[config.mk]
export PLATFORM = sky130hd
export DESIGN_NAME = lafsm_top
export DESIGN_NICKNAME = d
export VERILOG_FILES = /design/src/logic/lafsm_pkg.sv /design/src/logic/lafsm_top.sv
export SDC_FILE = /design/constraint.sdc
export NUM_CORES = 1
export LEC_CHECK = 0
export ABC_CLOCK_PERIOD_IN_PS = 3300
export BUFFER_PORTS_ARGS = -buffer_cell sky130_fd_sc_hd__buf_4
export CORE_ASPECT_RATIO = 2
export CORE_MARGIN = 2
export CORE_UTILIZATION = 55
export CTS_CLUSTER_DIAMETER = 150
export DETAILED_ROUTE_END_ITERATION = 8
export PLACE_DENSITY = 0.78
export SYNTH_ARGS = -nofsm -noshare
export SYNTH_HDL_FRONTEND = slang
export SYNTH_SLANG_ARGS = --single-unit
[constraint.sdc]
create_clock -name clk -period 3.3 [get_ports clk]
set_input_delay 0.33 -clock clk [delete_from_list [all_inputs] [get_ports clk]]
set_output_delay 0.33 -clock clk [all_outputs]
set_load 0.05 [all_outputs]
[src/logic/lafsm_pkg.sv]
// Purpose: Constants and state types for the line activation state machines.
// Assumes: One 40 MHz clock; frame strobes arrive from the line framer.
// Notes: Timer lengths are counted in line frames.
package lafsm_pkg;
    localparam int          DEA_FRAMES    = 3;
    localparam int          TIMER_WIDTH   = 12;
    localparam logic [11:0] M5_FRAMES     = 12'hBB8;
    localparam logic [11:0] M7_FRAMES     = 12'h1A0;
    localparam logic [1:0]  SIG_SILENT    = 2'h0;
    localparam logic [1:0]  SIG_SL1       = 2'h1;
    localparam logic [1:0]  SIG_SL2       = 2'h2;
    localparam logic [1:0]  SIG_SL3       = 2'h3;
    localparam logic [1:0]  DEA_CNT_RESET = 2'h0;
    typedef enum logic [2:0] {
        LAFSM_LT_RESET, LAFSM_LT_SYNC, LAFSM_LT_ACTIVE, LAFSM_LT_LOOP,
        LAFSM_LT_DEA_ALERT, LAFSM_LT_TEARDOWN, LAFSM_LT_RXRESET
    } lafsm_lt_t;
    typedef enum logic [3:0] {
        LAFSM_NT_FULLRESET, LAFSM_NT_AWAKE, LAFSM_NT_SYNC, LAFSM_NT_ACTIVE_T,
        LAFSM_NT_ACTIVE, LAFSM_NT_HOLD, LAFSM_NT_AUX, LAFSM_NT_LOOP,
        LAFSM_NT_RXRESET
    } lafsm_nt_t;
endpackage : lafsm_pkg

[src/logic/lafsm_top.sv]
// Purpose: Line-termination and network-termination activation machines.
// Assumes: All inputs are synchronous single-cycle or level signals on clk.
// Notes: Both ends are built side by side; only the line-termination end uses the frame strobe.
`timescale 1ns/1ps
module lafsm_top (
    // Clock and reset.
    input  wire logic              clk,
    input  wire logic              reset,
    // Framing.
    input  wire logic              frameTick,
    // Line-termination primitives from the network side.
    input  wire logic              activate_request_prim,
    input  wire logic              deactivate_request_prim,
    input  wire logic              remote_loop_request_prim,
    input  wire logic              lt_loop_request_prim,
    input  wire logic              regen_loop_request_prim,
    input  wire logic              customer_side_deactivate_prim,
    input  wire logic              returnNormalReq,
    // Line-termination observations.
    input  wire logic              ltSyncGood,
    input  wire logic              ltRxActBit,
    input  wire logic              signal_or_alignment_loss,
    input  wire logic              remotePowerLoss,
    input  wire logic              customerSideLoss,
    // Line-termination outputs.
    output      logic [1:0]        ltSignal,
    output      logic              deactivation_warning_bit,
    output      logic              ltActivationBit,
    output      logic              line_fault_prim,
    output      logic              customer_side_fault_prim,
    output      logic              ltLoop1Active,
    output      logic              ltLoop1aActive,
    output      logic              lineLastSuperframe,
    output      lafsm_pkg::lafsm_lt_t ltState,
    // Network-termination inputs.
    input  wire logic              ntLineSync,
    input  wire logic              ntRxActBit,
    input  wire logic              partial_activation_bit,
    input  wire logic              customerInfo1,
    input  wire logic              ntSilentEvent,
    input  wire logic              ntRxResetSelect,
    input  wire logic              ntAuxEnter,
    input  wire logic              ntAuxLeave,
    input  wire logic              ntHoldEnter,
    input  wire logic              ntHoldLeave,
    input  wire logic              ntLoop2Cmd,
    input  wire logic              ntBringupFail,
    // Network-termination outputs.
    output      logic              activation_bit,
    output      logic [1:0]        ntSignal,
    output      logic              ntLoop2Active,
    output      lafsm_pkg::lafsm_nt_t ntState
);
    import lafsm_pkg::*;

    lafsm_lt_t              ltState_reg;
    lafsm_nt_t              ntState_reg;
    lafsm_nt_t              ntReturn_reg;
    logic [1:0]             deaCount_reg;
    logic [TIMER_WIDTH-1:0] m5Count_reg;
    logic [TIMER_WIDTH-1:0] m7Count_reg;
    logic                   m5Run_reg;
    logic                   m7Run_reg;
    logic                   m5Expire;
    logic                   m7Expire;
    logic                   timer_start_action;
    logic                   timer_stop_action;
    logic                   m7Start;
    logic                   lineLoss;
    logic                   info1Prev_reg;
    logic                   info1Armed_reg;
    logic                   auxUoa_reg;
    logic                   auxAct_reg;
    logic                   holdAct_reg;
    logic                   ltLoop1_reg;
    logic                   ltLoop1a_reg;
    logic                   loopClear;
    logic                   lineFault_reg;
    logic                   custFault_reg;

    assign lineLoss           = signal_or_alignment_loss | remotePowerLoss;
    assign loopClear          = returnNormalReq | (ltState_reg == LAFSM_LT_RESET);
    assign timer_start_action = (ltState_reg == LAFSM_LT_RESET) & activate_request_prim;
    assign timer_stop_action  = (ltState_reg == LAFSM_LT_SYNC) & ltSyncGood;
    assign m7Start            = lineLoss & (ltState_reg != LAFSM_LT_RESET)
                                & (ltState_reg != LAFSM_LT_RXRESET);
    assign m5Expire = m5Run_reg & frameTick & (m5Count_reg == M5_FRAMES);
    assign m7Expire = m7Run_reg & frameTick & (m7Count_reg == M7_FRAMES);

    // Frame-counted timers.
    always_ff @(posedge clk or posedge reset) begin
        if (reset) begin
            m5Run_reg   <= 1'b0;
            m5Count_reg <= '0;
        end else if (timer_start_action) begin
            m5Run_reg   <= 1'b1;
            m5Count_reg <= '0;
        end else if (timer_stop_action | m5Expire) begin
            m5Run_reg   <= 1'b0;
        end else if (m5Run_reg & frameTick) begin
            m5Count_reg <= m5Count_reg + 1'b1;
        end
    end

    always_ff @(posedge clk or posedge reset) begin
        if (reset) begin
            m7Run_reg   <= 1'b0;
            m7Count_reg <= '0;
        end else if (m7Start) begin
            m7Run_reg   <= 1'b1;
            m7Count_reg <= '0;
        end else if (m7Expire) begin
            m7Run_reg   <= 1'b0;
        end else if (m7Run_reg & frameTick) begin
            m7Count_reg <= m7Count_reg + 1'b1;
        end
    end

    // Line-termination state machine.
    always_ff @(posedge clk or posedge reset) begin
        if (reset) begin
            ltState_reg <= LAFSM_LT_RESET;
        end else begin
            unique case (ltState_reg)
                LAFSM_LT_RESET: begin
                    if (activate_request_prim | remote_loop_request_prim) begin
                        ltState_reg <= LAFSM_LT_SYNC;
                    end
                end
                LAFSM_LT_SYNC: begin
                    if (lineLoss) begin
                        ltState_reg <= LAFSM_LT_RXRESET;
                    end else if (m5Expire) begin
                        ltState_reg <= LAFSM_LT_TEARDOWN;
                    end else if (remote_loop_request_prim) begin
                        ltState_reg <= LAFSM_LT_LOOP;
                    end else if (ltRxActBit) begin
                        ltState_reg <= LAFSM_LT_ACTIVE;
                    end
                end
                LAFSM_LT_ACTIVE, LAFSM_LT_LOOP: begin
                    if (lineLoss) begin
                        ltState_reg <= LAFSM_LT_RXRESET;
                    end else if (deactivate_request_prim) begin
                        ltState_reg <= LAFSM_LT_DEA_ALERT;
                    end else if (returnNormalReq & ltState_reg == LAFSM_LT_LOOP) begin
                        ltState_reg <= LAFSM_LT_SYNC;
                    end else if (remote_loop_request_prim) begin
                        ltState_reg <= LAFSM_LT_LOOP;
                    end
                end
                LAFSM_LT_DEA_ALERT: begin
                    if (lineLoss) begin
                        ltState_reg <= LAFSM_LT_RXRESET;
                    end else if (lineLastSuperframe) begin
                        ltState_reg <= LAFSM_LT_TEARDOWN;
                    end
                end
                LAFSM_LT_TEARDOWN: begin
                    if (!ltSyncGood) begin
                        ltState_reg <= LAFSM_LT_RESET;
                    end
                end
                LAFSM_LT_RXRESET: begin
                    if (m7Expire) begin
                        ltState_reg <= LAFSM_LT_RESET;
                    end
                end
                default: ltState_reg <= LAFSM_LT_RESET;
            endcase
        end
    end

    // Warning-bit frame count before the last superframe.
    always_ff @(posedge clk or posedge reset) begin
        if (reset) begin
            deaCount_reg <= DEA_CNT_RESET;
        end else if (ltState_reg != LAFSM_LT_DEA_ALERT) begin
            deaCount_reg <= DEA_CNT_RESET;
        end else if (frameTick && deaCount_reg != 2'(DEA_FRAMES)) begin
            deaCount_reg <= deaCount_reg + 2'h1;
        end
    end
    assign lineLastSuperframe = (ltState_reg == LAFSM_LT_DEA_ALERT)
                                & (deaCount_reg == 2'(DEA_FRAMES)) & frameTick;

    // Loopback and fault primitives.
    always_ff @(posedge clk or posedge reset) begin
        if (reset) begin
            ltLoop1_reg  <= 1'b0;
            ltLoop1a_reg <= 1'b0;
        end else begin
            // A new request wins over a clear in the same cycle.
            ltLoop1_reg  <= lt_loop_request_prim | (ltLoop1_reg & ~loopClear);
            ltLoop1a_reg <= regen_loop_request_prim | (ltLoop1a_reg & ~loopClear);
        end
    end

    always_ff @(posedge clk or posedge reset) begin
        if (reset) begin
            lineFault_reg <= 1'b0;
            custFault_reg <= 1'b0;
        end else begin
            lineFault_reg <= lineLoss & (ltState_reg != LAFSM_LT_RESET)
                             & (ltState_reg != LAFSM_LT_RXRESET)
                             & (ltState_reg != LAFSM_LT_TEARDOWN);
            custFault_reg <= (customerSideLoss | customer_side_deactivate_prim)
                             & (ltState_reg == LAFSM_LT_ACTIVE);
        end
    end

    // Line-termination outputs; the line stays up on a customer-side deactivate.
    always_ff @(posedge clk or posedge reset) begin
        if (reset) begin
            ltSignal                 <= SIG_SILENT;
            deactivation_warning_bit <= 1'b1;
            ltActivationBit          <= 1'b0;
        end else begin
            deactivation_warning_bit <= (ltState_reg != LAFSM_LT_DEA_ALERT);
            ltActivationBit <= (ltState_reg == LAFSM_LT_ACTIVE)
                               & ~customer_side_deactivate_prim;
            unique case (ltState_reg)
                LAFSM_LT_SYNC:                      ltSignal <= SIG_SL2;
                LAFSM_LT_ACTIVE, LAFSM_LT_LOOP,
                LAFSM_LT_DEA_ALERT:                 ltSignal <= SIG_SL3;
                default:                            ltSignal <= SIG_SILENT;
            endcase
        end
    end

    // Fresh customer activation detection after a failed bring-up.
    always_ff @(posedge clk or posedge reset) begin
        if (reset) begin
            info1Prev_reg  <= 1'b0;
            info1Armed_reg <= 1'b1;
        end else begin
            info1Prev_reg <= customerInfo1;
            if (customerInfo1 & ~info1Prev_reg) begin
                info1Armed_reg <= 1'b1;
            end else if (ntBringupFail) begin
                info1Armed_reg <= 1'b0;
            end
        end
    end

    // Network-termination state machine.
    always_ff @(posedge clk or posedge reset) begin
        if (reset) begin
            ntState_reg  <= LAFSM_NT_FULLRESET;
            ntReturn_reg <= LAFSM_NT_FULLRESET;
            auxUoa_reg   <= 1'b0;
            auxAct_reg   <= 1'b0;
        end else if (ntSilentEvent) begin
            ntState_reg <= ntRxResetSelect ? LAFSM_NT_RXRESET : LAFSM_NT_FULLRESET;
        end else if (ntBringupFail) begin
            ntState_reg <= LAFSM_NT_FULLRESET;
        end else begin
            unique case (ntState_reg)
                LAFSM_NT_FULLRESET, LAFSM_NT_RXRESET: begin
                    if (customerInfo1 & info1Armed_reg) begin
                        ntState_reg <= LAFSM_NT_AWAKE;
                    end
                end
                LAFSM_NT_AWAKE: begin
                    if (ntLineSync) ntState_reg <= LAFSM_NT_SYNC;
                end
                LAFSM_NT_SYNC, LAFSM_NT_ACTIVE_T, LAFSM_NT_ACTIVE: begin
                    if (ntLoop2Cmd) begin
                        ntState_reg <= LAFSM_NT_LOOP;
                    end else if (ntHoldEnter) begin
                        ntReturn_reg <= ntState_reg;
                        ntState_reg  <= LAFSM_NT_HOLD;
                    end else if (ntAuxEnter) begin
                        ntReturn_reg <= ntState_reg;
                        auxUoa_reg   <= partial_activation_bit;
                        auxAct_reg   <= ntRxActBit;
                        ntState_reg  <= LAFSM_NT_AUX;
                    end else if (ntState_reg == LAFSM_NT_SYNC & ntRxActBit) begin
                        ntState_reg <= LAFSM_NT_ACTIVE;
                    end
                end
                LAFSM_NT_HOLD: begin
                    if (ntHoldLeave) ntState_reg <= ntReturn_reg;
                end
                LAFSM_NT_AUX: begin
                    if (ntAuxLeave) begin
                        if (auxUoa_reg == partial_activation_bit && auxAct_reg == ntRxActBit) begin
                            ntState_reg <= ntReturn_reg;
                        end else begin
                            ntState_reg <= ntRxActBit ? LAFSM_NT_ACTIVE : LAFSM_NT_SYNC;
                        end
                    end
                end
                LAFSM_NT_LOOP: ;
                default: ntState_reg <= LAFSM_NT_FULLRESET;
            endcase
        end
    end

    // Network-termination outputs; the hold state freezes them.
    always_ff @(posedge clk or posedge reset) begin
        if (reset) begin
            activation_bit <= 1'b0;
            ntSignal       <= SIG_SILENT;
            holdAct_reg    <= 1'b0;
        end else if (ntState_reg == LAFSM_NT_HOLD) begin
            activation_bit <= holdAct_reg;
        end else begin
            holdAct_reg    <= (ntState_reg == LAFSM_NT_ACTIVE)
                              | (ntState_reg == LAFSM_NT_ACTIVE_T);
            activation_bit <= (ntState_reg == LAFSM_NT_ACTIVE)
                              | (ntState_reg == LAFSM_NT_ACTIVE_T);
            unique case (ntState_reg)
                LAFSM_NT_AWAKE:                      ntSignal <= SIG_SL1;
                LAFSM_NT_SYNC, LAFSM_NT_ACTIVE_T,
                LAFSM_NT_ACTIVE, LAFSM_NT_AUX,
                LAFSM_NT_LOOP:                       ntSignal <= SIG_SL3;
                default:                             ntSignal <= SIG_SILENT;
            endcase
        end
    end

    assign line_fault_prim          = lineFault_reg;
    assign customer_side_fault_prim = custFault_reg;
    assign ltLoop1Active            = ltLoop1_reg;
    assign ltLoop1aActive           = ltLoop1a_reg;
    assign ntLoop2Active            = (ntState_reg == LAFSM_NT_LOOP);
    assign ltState                  = ltState_reg;
    assign ntState                  = ntState_reg;
endmodule : lafsm_top

==> qor.txt <==
Status -> finished, final reports clean
Post-synth EDFFs -> 0
First-pass GRT wire length -> 12.01 mm
Htree depth -> 2
Clock Path Buffers -> 2
Vias in the first global route -> 2608
Slew Limit Fails -> 0
Metal2 WL -> 4.089 mm
Worst Tran Pin Value -> 1.135 ns
Ys flop type -> dfrtp_1
FF+latch count, synth -> 54
Post-CTS Setup Bufs -> 0
PortBufs -> 46
Final setup violation count -> 0
Wirelength, routed -> 7.219 mm
Worst Clk Skew -> 0.004064 ns
Synth warn -> 0
Core Box Area -> 5373 sq um
Die Height -> 108.6 um
DP Area -> 3376 sq um
Worst-path clk slew -> 0.09 ns
First-pass DRT Iterations -> 4
Hold Path Class -> in -> reg
Worst EP required -> 3.51 ns
CTS Sinks -> 54
Synth top area share -> 43.23%
GRT Util Overall -> 25.55%
Row cnt -> 38
Avg Inst Size Synth -> 9.234 sq um
Most frequent cells in the layout -> dfrtp_1, buf_4, nor2_1, nand2_1, a21oi_1
Largest area contributor in the netlist -> dfrtp_1
Placed wire-length estimate -> 5.318 mm
Power density over cell area -> 615.0 nW/um^2
Ports -> 47
Metal3 WL -> 288 um
DRT met1 WL -> 2.632 mm
Mapped cell area -> 3010 sq um
CTS Root Cell -> clkbuf_8
Area growth from synthesis to layout -> 15.67%
Register area share after synthesis -> 44.97%
Final period utilization -> 68.16%
Slew headroom -> 24.24%
Post-route ant nets -> 0
Initial antenna violation count -> 0
GP Congestion -> 1.032
Area contributors post-synth -> dfrtp_1, nor2_1, nand2_1, xnor2_1, a21oi_1
Number of antenna diodes -> 0
Critical path launch point type -> flop
CP endpoint kind -> flop
Initial cell density of the core -> 56.03%
RSZ-0062 raised after global routing -> false
Ys async rst share -> 100.0%
Vias per inst -> 5.904
Die Wd -> 56.32 um
Leakage Power -> 1.530 nW
Critical path class -> reg -> reg
Final setup TNS -> 0 ns
Filler instances -> 462
Largest net degree at the start of global routing -> 55
Fin. Hold Viols -> 0
Post-cts sizing count -> 0
Fmax -> 444.6 MHz
Clock period minus worst slack -> 2.249 ns
Post-synthesis cell count -> 326
CP arrival -> 2.46 ns
CTS tree -> yes
Die ar. -> 6117 sq um
Design area -> 3482 sq um
Overall Power -> 2.142 mW
Total grt overflow -> 0
Vias -> 2521
Worst skew pair latency -> 0.32 ns
Iter 0 DRT Violations -> 210
CTS Buf Count -> 5
Maxcap violations -> 0
Share of layout cells above drive strength 1 -> 18.53%
Top sig layer -> met4
Final worst slack -> 1.051 ns
Synthesized Nets -> 358
Crit Path Max Fanout -> 5
Hold_buf cts -> 0
Final Util -> 64.81%
WL per Instance -> 16.91 um
Worst vdd ir -> 0.5885 mV
Drt drc -> 0
Net count, final -> 398
Leading cell type in the layout, fill and taps excluded -> dfrtp_1
Count of cell types in the netlist -> 58
Placement Setup Slack -> 1.075 ns
report_power, final:
part	internal [mW]	switching [mW]	leakage [nW]
Combinational	0.287	0.500	0.766
Sequential	0.769	0.145	0.712
Clock	0.227	0.212	0.0524
Total	1.28	0.858	1.53
per-stage QoR:
step | std cells | hold WS (ns)
2_1_floorplan | 326 | 0.3614
3_3_place_gp | 419 | 0.3942
3_5_place_dp | 419 | 0.3966
4_1_cts | 427 | 0.1301
5_1_grt | 427 | 0.1256
6_report | 427 | 0.1407
logic make-up after synthesis:
logic type	synth area share (%)
and+or+nand+nor	25.56
adders and majority gates	2.078
AOI/OAI and AO/OA	14.21
muxes	3.616
xor gates and xnor gates	6.110
DFF	44.97
buffers and inverters	3.450
path summary, 6_finish.rpt:
kind | from | to | slack, ns | cells after the start
min reg2reg | info1Prev_reg | info1Armed_reg | 0.40 | 1
min | customerInfo1 | info1Prev_reg | 0.14 | 1
max reg2reg | m7Count_reg[0] | ltState[1] | 1.05 | 7
max in group asynchronous | reset | m7Count_reg[11] | 2.31 | 2
min in group asynchronous | reset | m5Count_reg[9] | 0.32 | 2
max | m7Count_reg[0] | ltState[1] | 1.05 | 7
synth_stat cells, types with 3 or more instances:
master    instances
a211oi_1          4
a21o_1            3
a21oi_1          16
a31oi_1           3
and2_1            3
buf_2             5
clkbuf_1          8
dfrtp_1          52
ha_1              5
inv_1            13
mux2_1            3
mux2_2            4
mux2i_1           3
nand2_1          33
nand2b_1          4
nand3_1          10
nand4_1           5
nor2_1           41
nor2b_1           5
nor3_1            7
nor3b_1           6
nor4_1            5
nor4b_1           3
o21ai_0          13
o21bai_1          4
o22ai_1           5
or3_1             4
xnor2_1          13
xor2_1            8
critical path, stage by stage, from the launching register on:
cell       delay, ns
dfrtp_1         0.44
inv_1           0.08
ha_1            0.13
nor4b_1         0.37
nand4_1         0.20
o2bb2ai_1       0.19
a311oi_2        0.34
mux2_2          0.38
metal layers:
metal	GRT usage, %	vias to the layer above
li1	-	1226
met1	25.74	1198
met2	49.50	80
met3	4.152	17
met4	12.24	0
met5	0	-
cell type report:
cell class                 count  area (sq um)  share of cell area, %
clock buffer                   7         76.32                  2.192
clock inverter                 1         30.03                 0.8624
inverter                      13         48.80                  1.401
timing repair buffer          46         345.3                  9.917
sequential                    54          1354                  38.88
multi-input combinational    246          1553                  44.59
tap                           60         75.07                  2.156
Note: power is estimated with default switching activity, not from simulation.
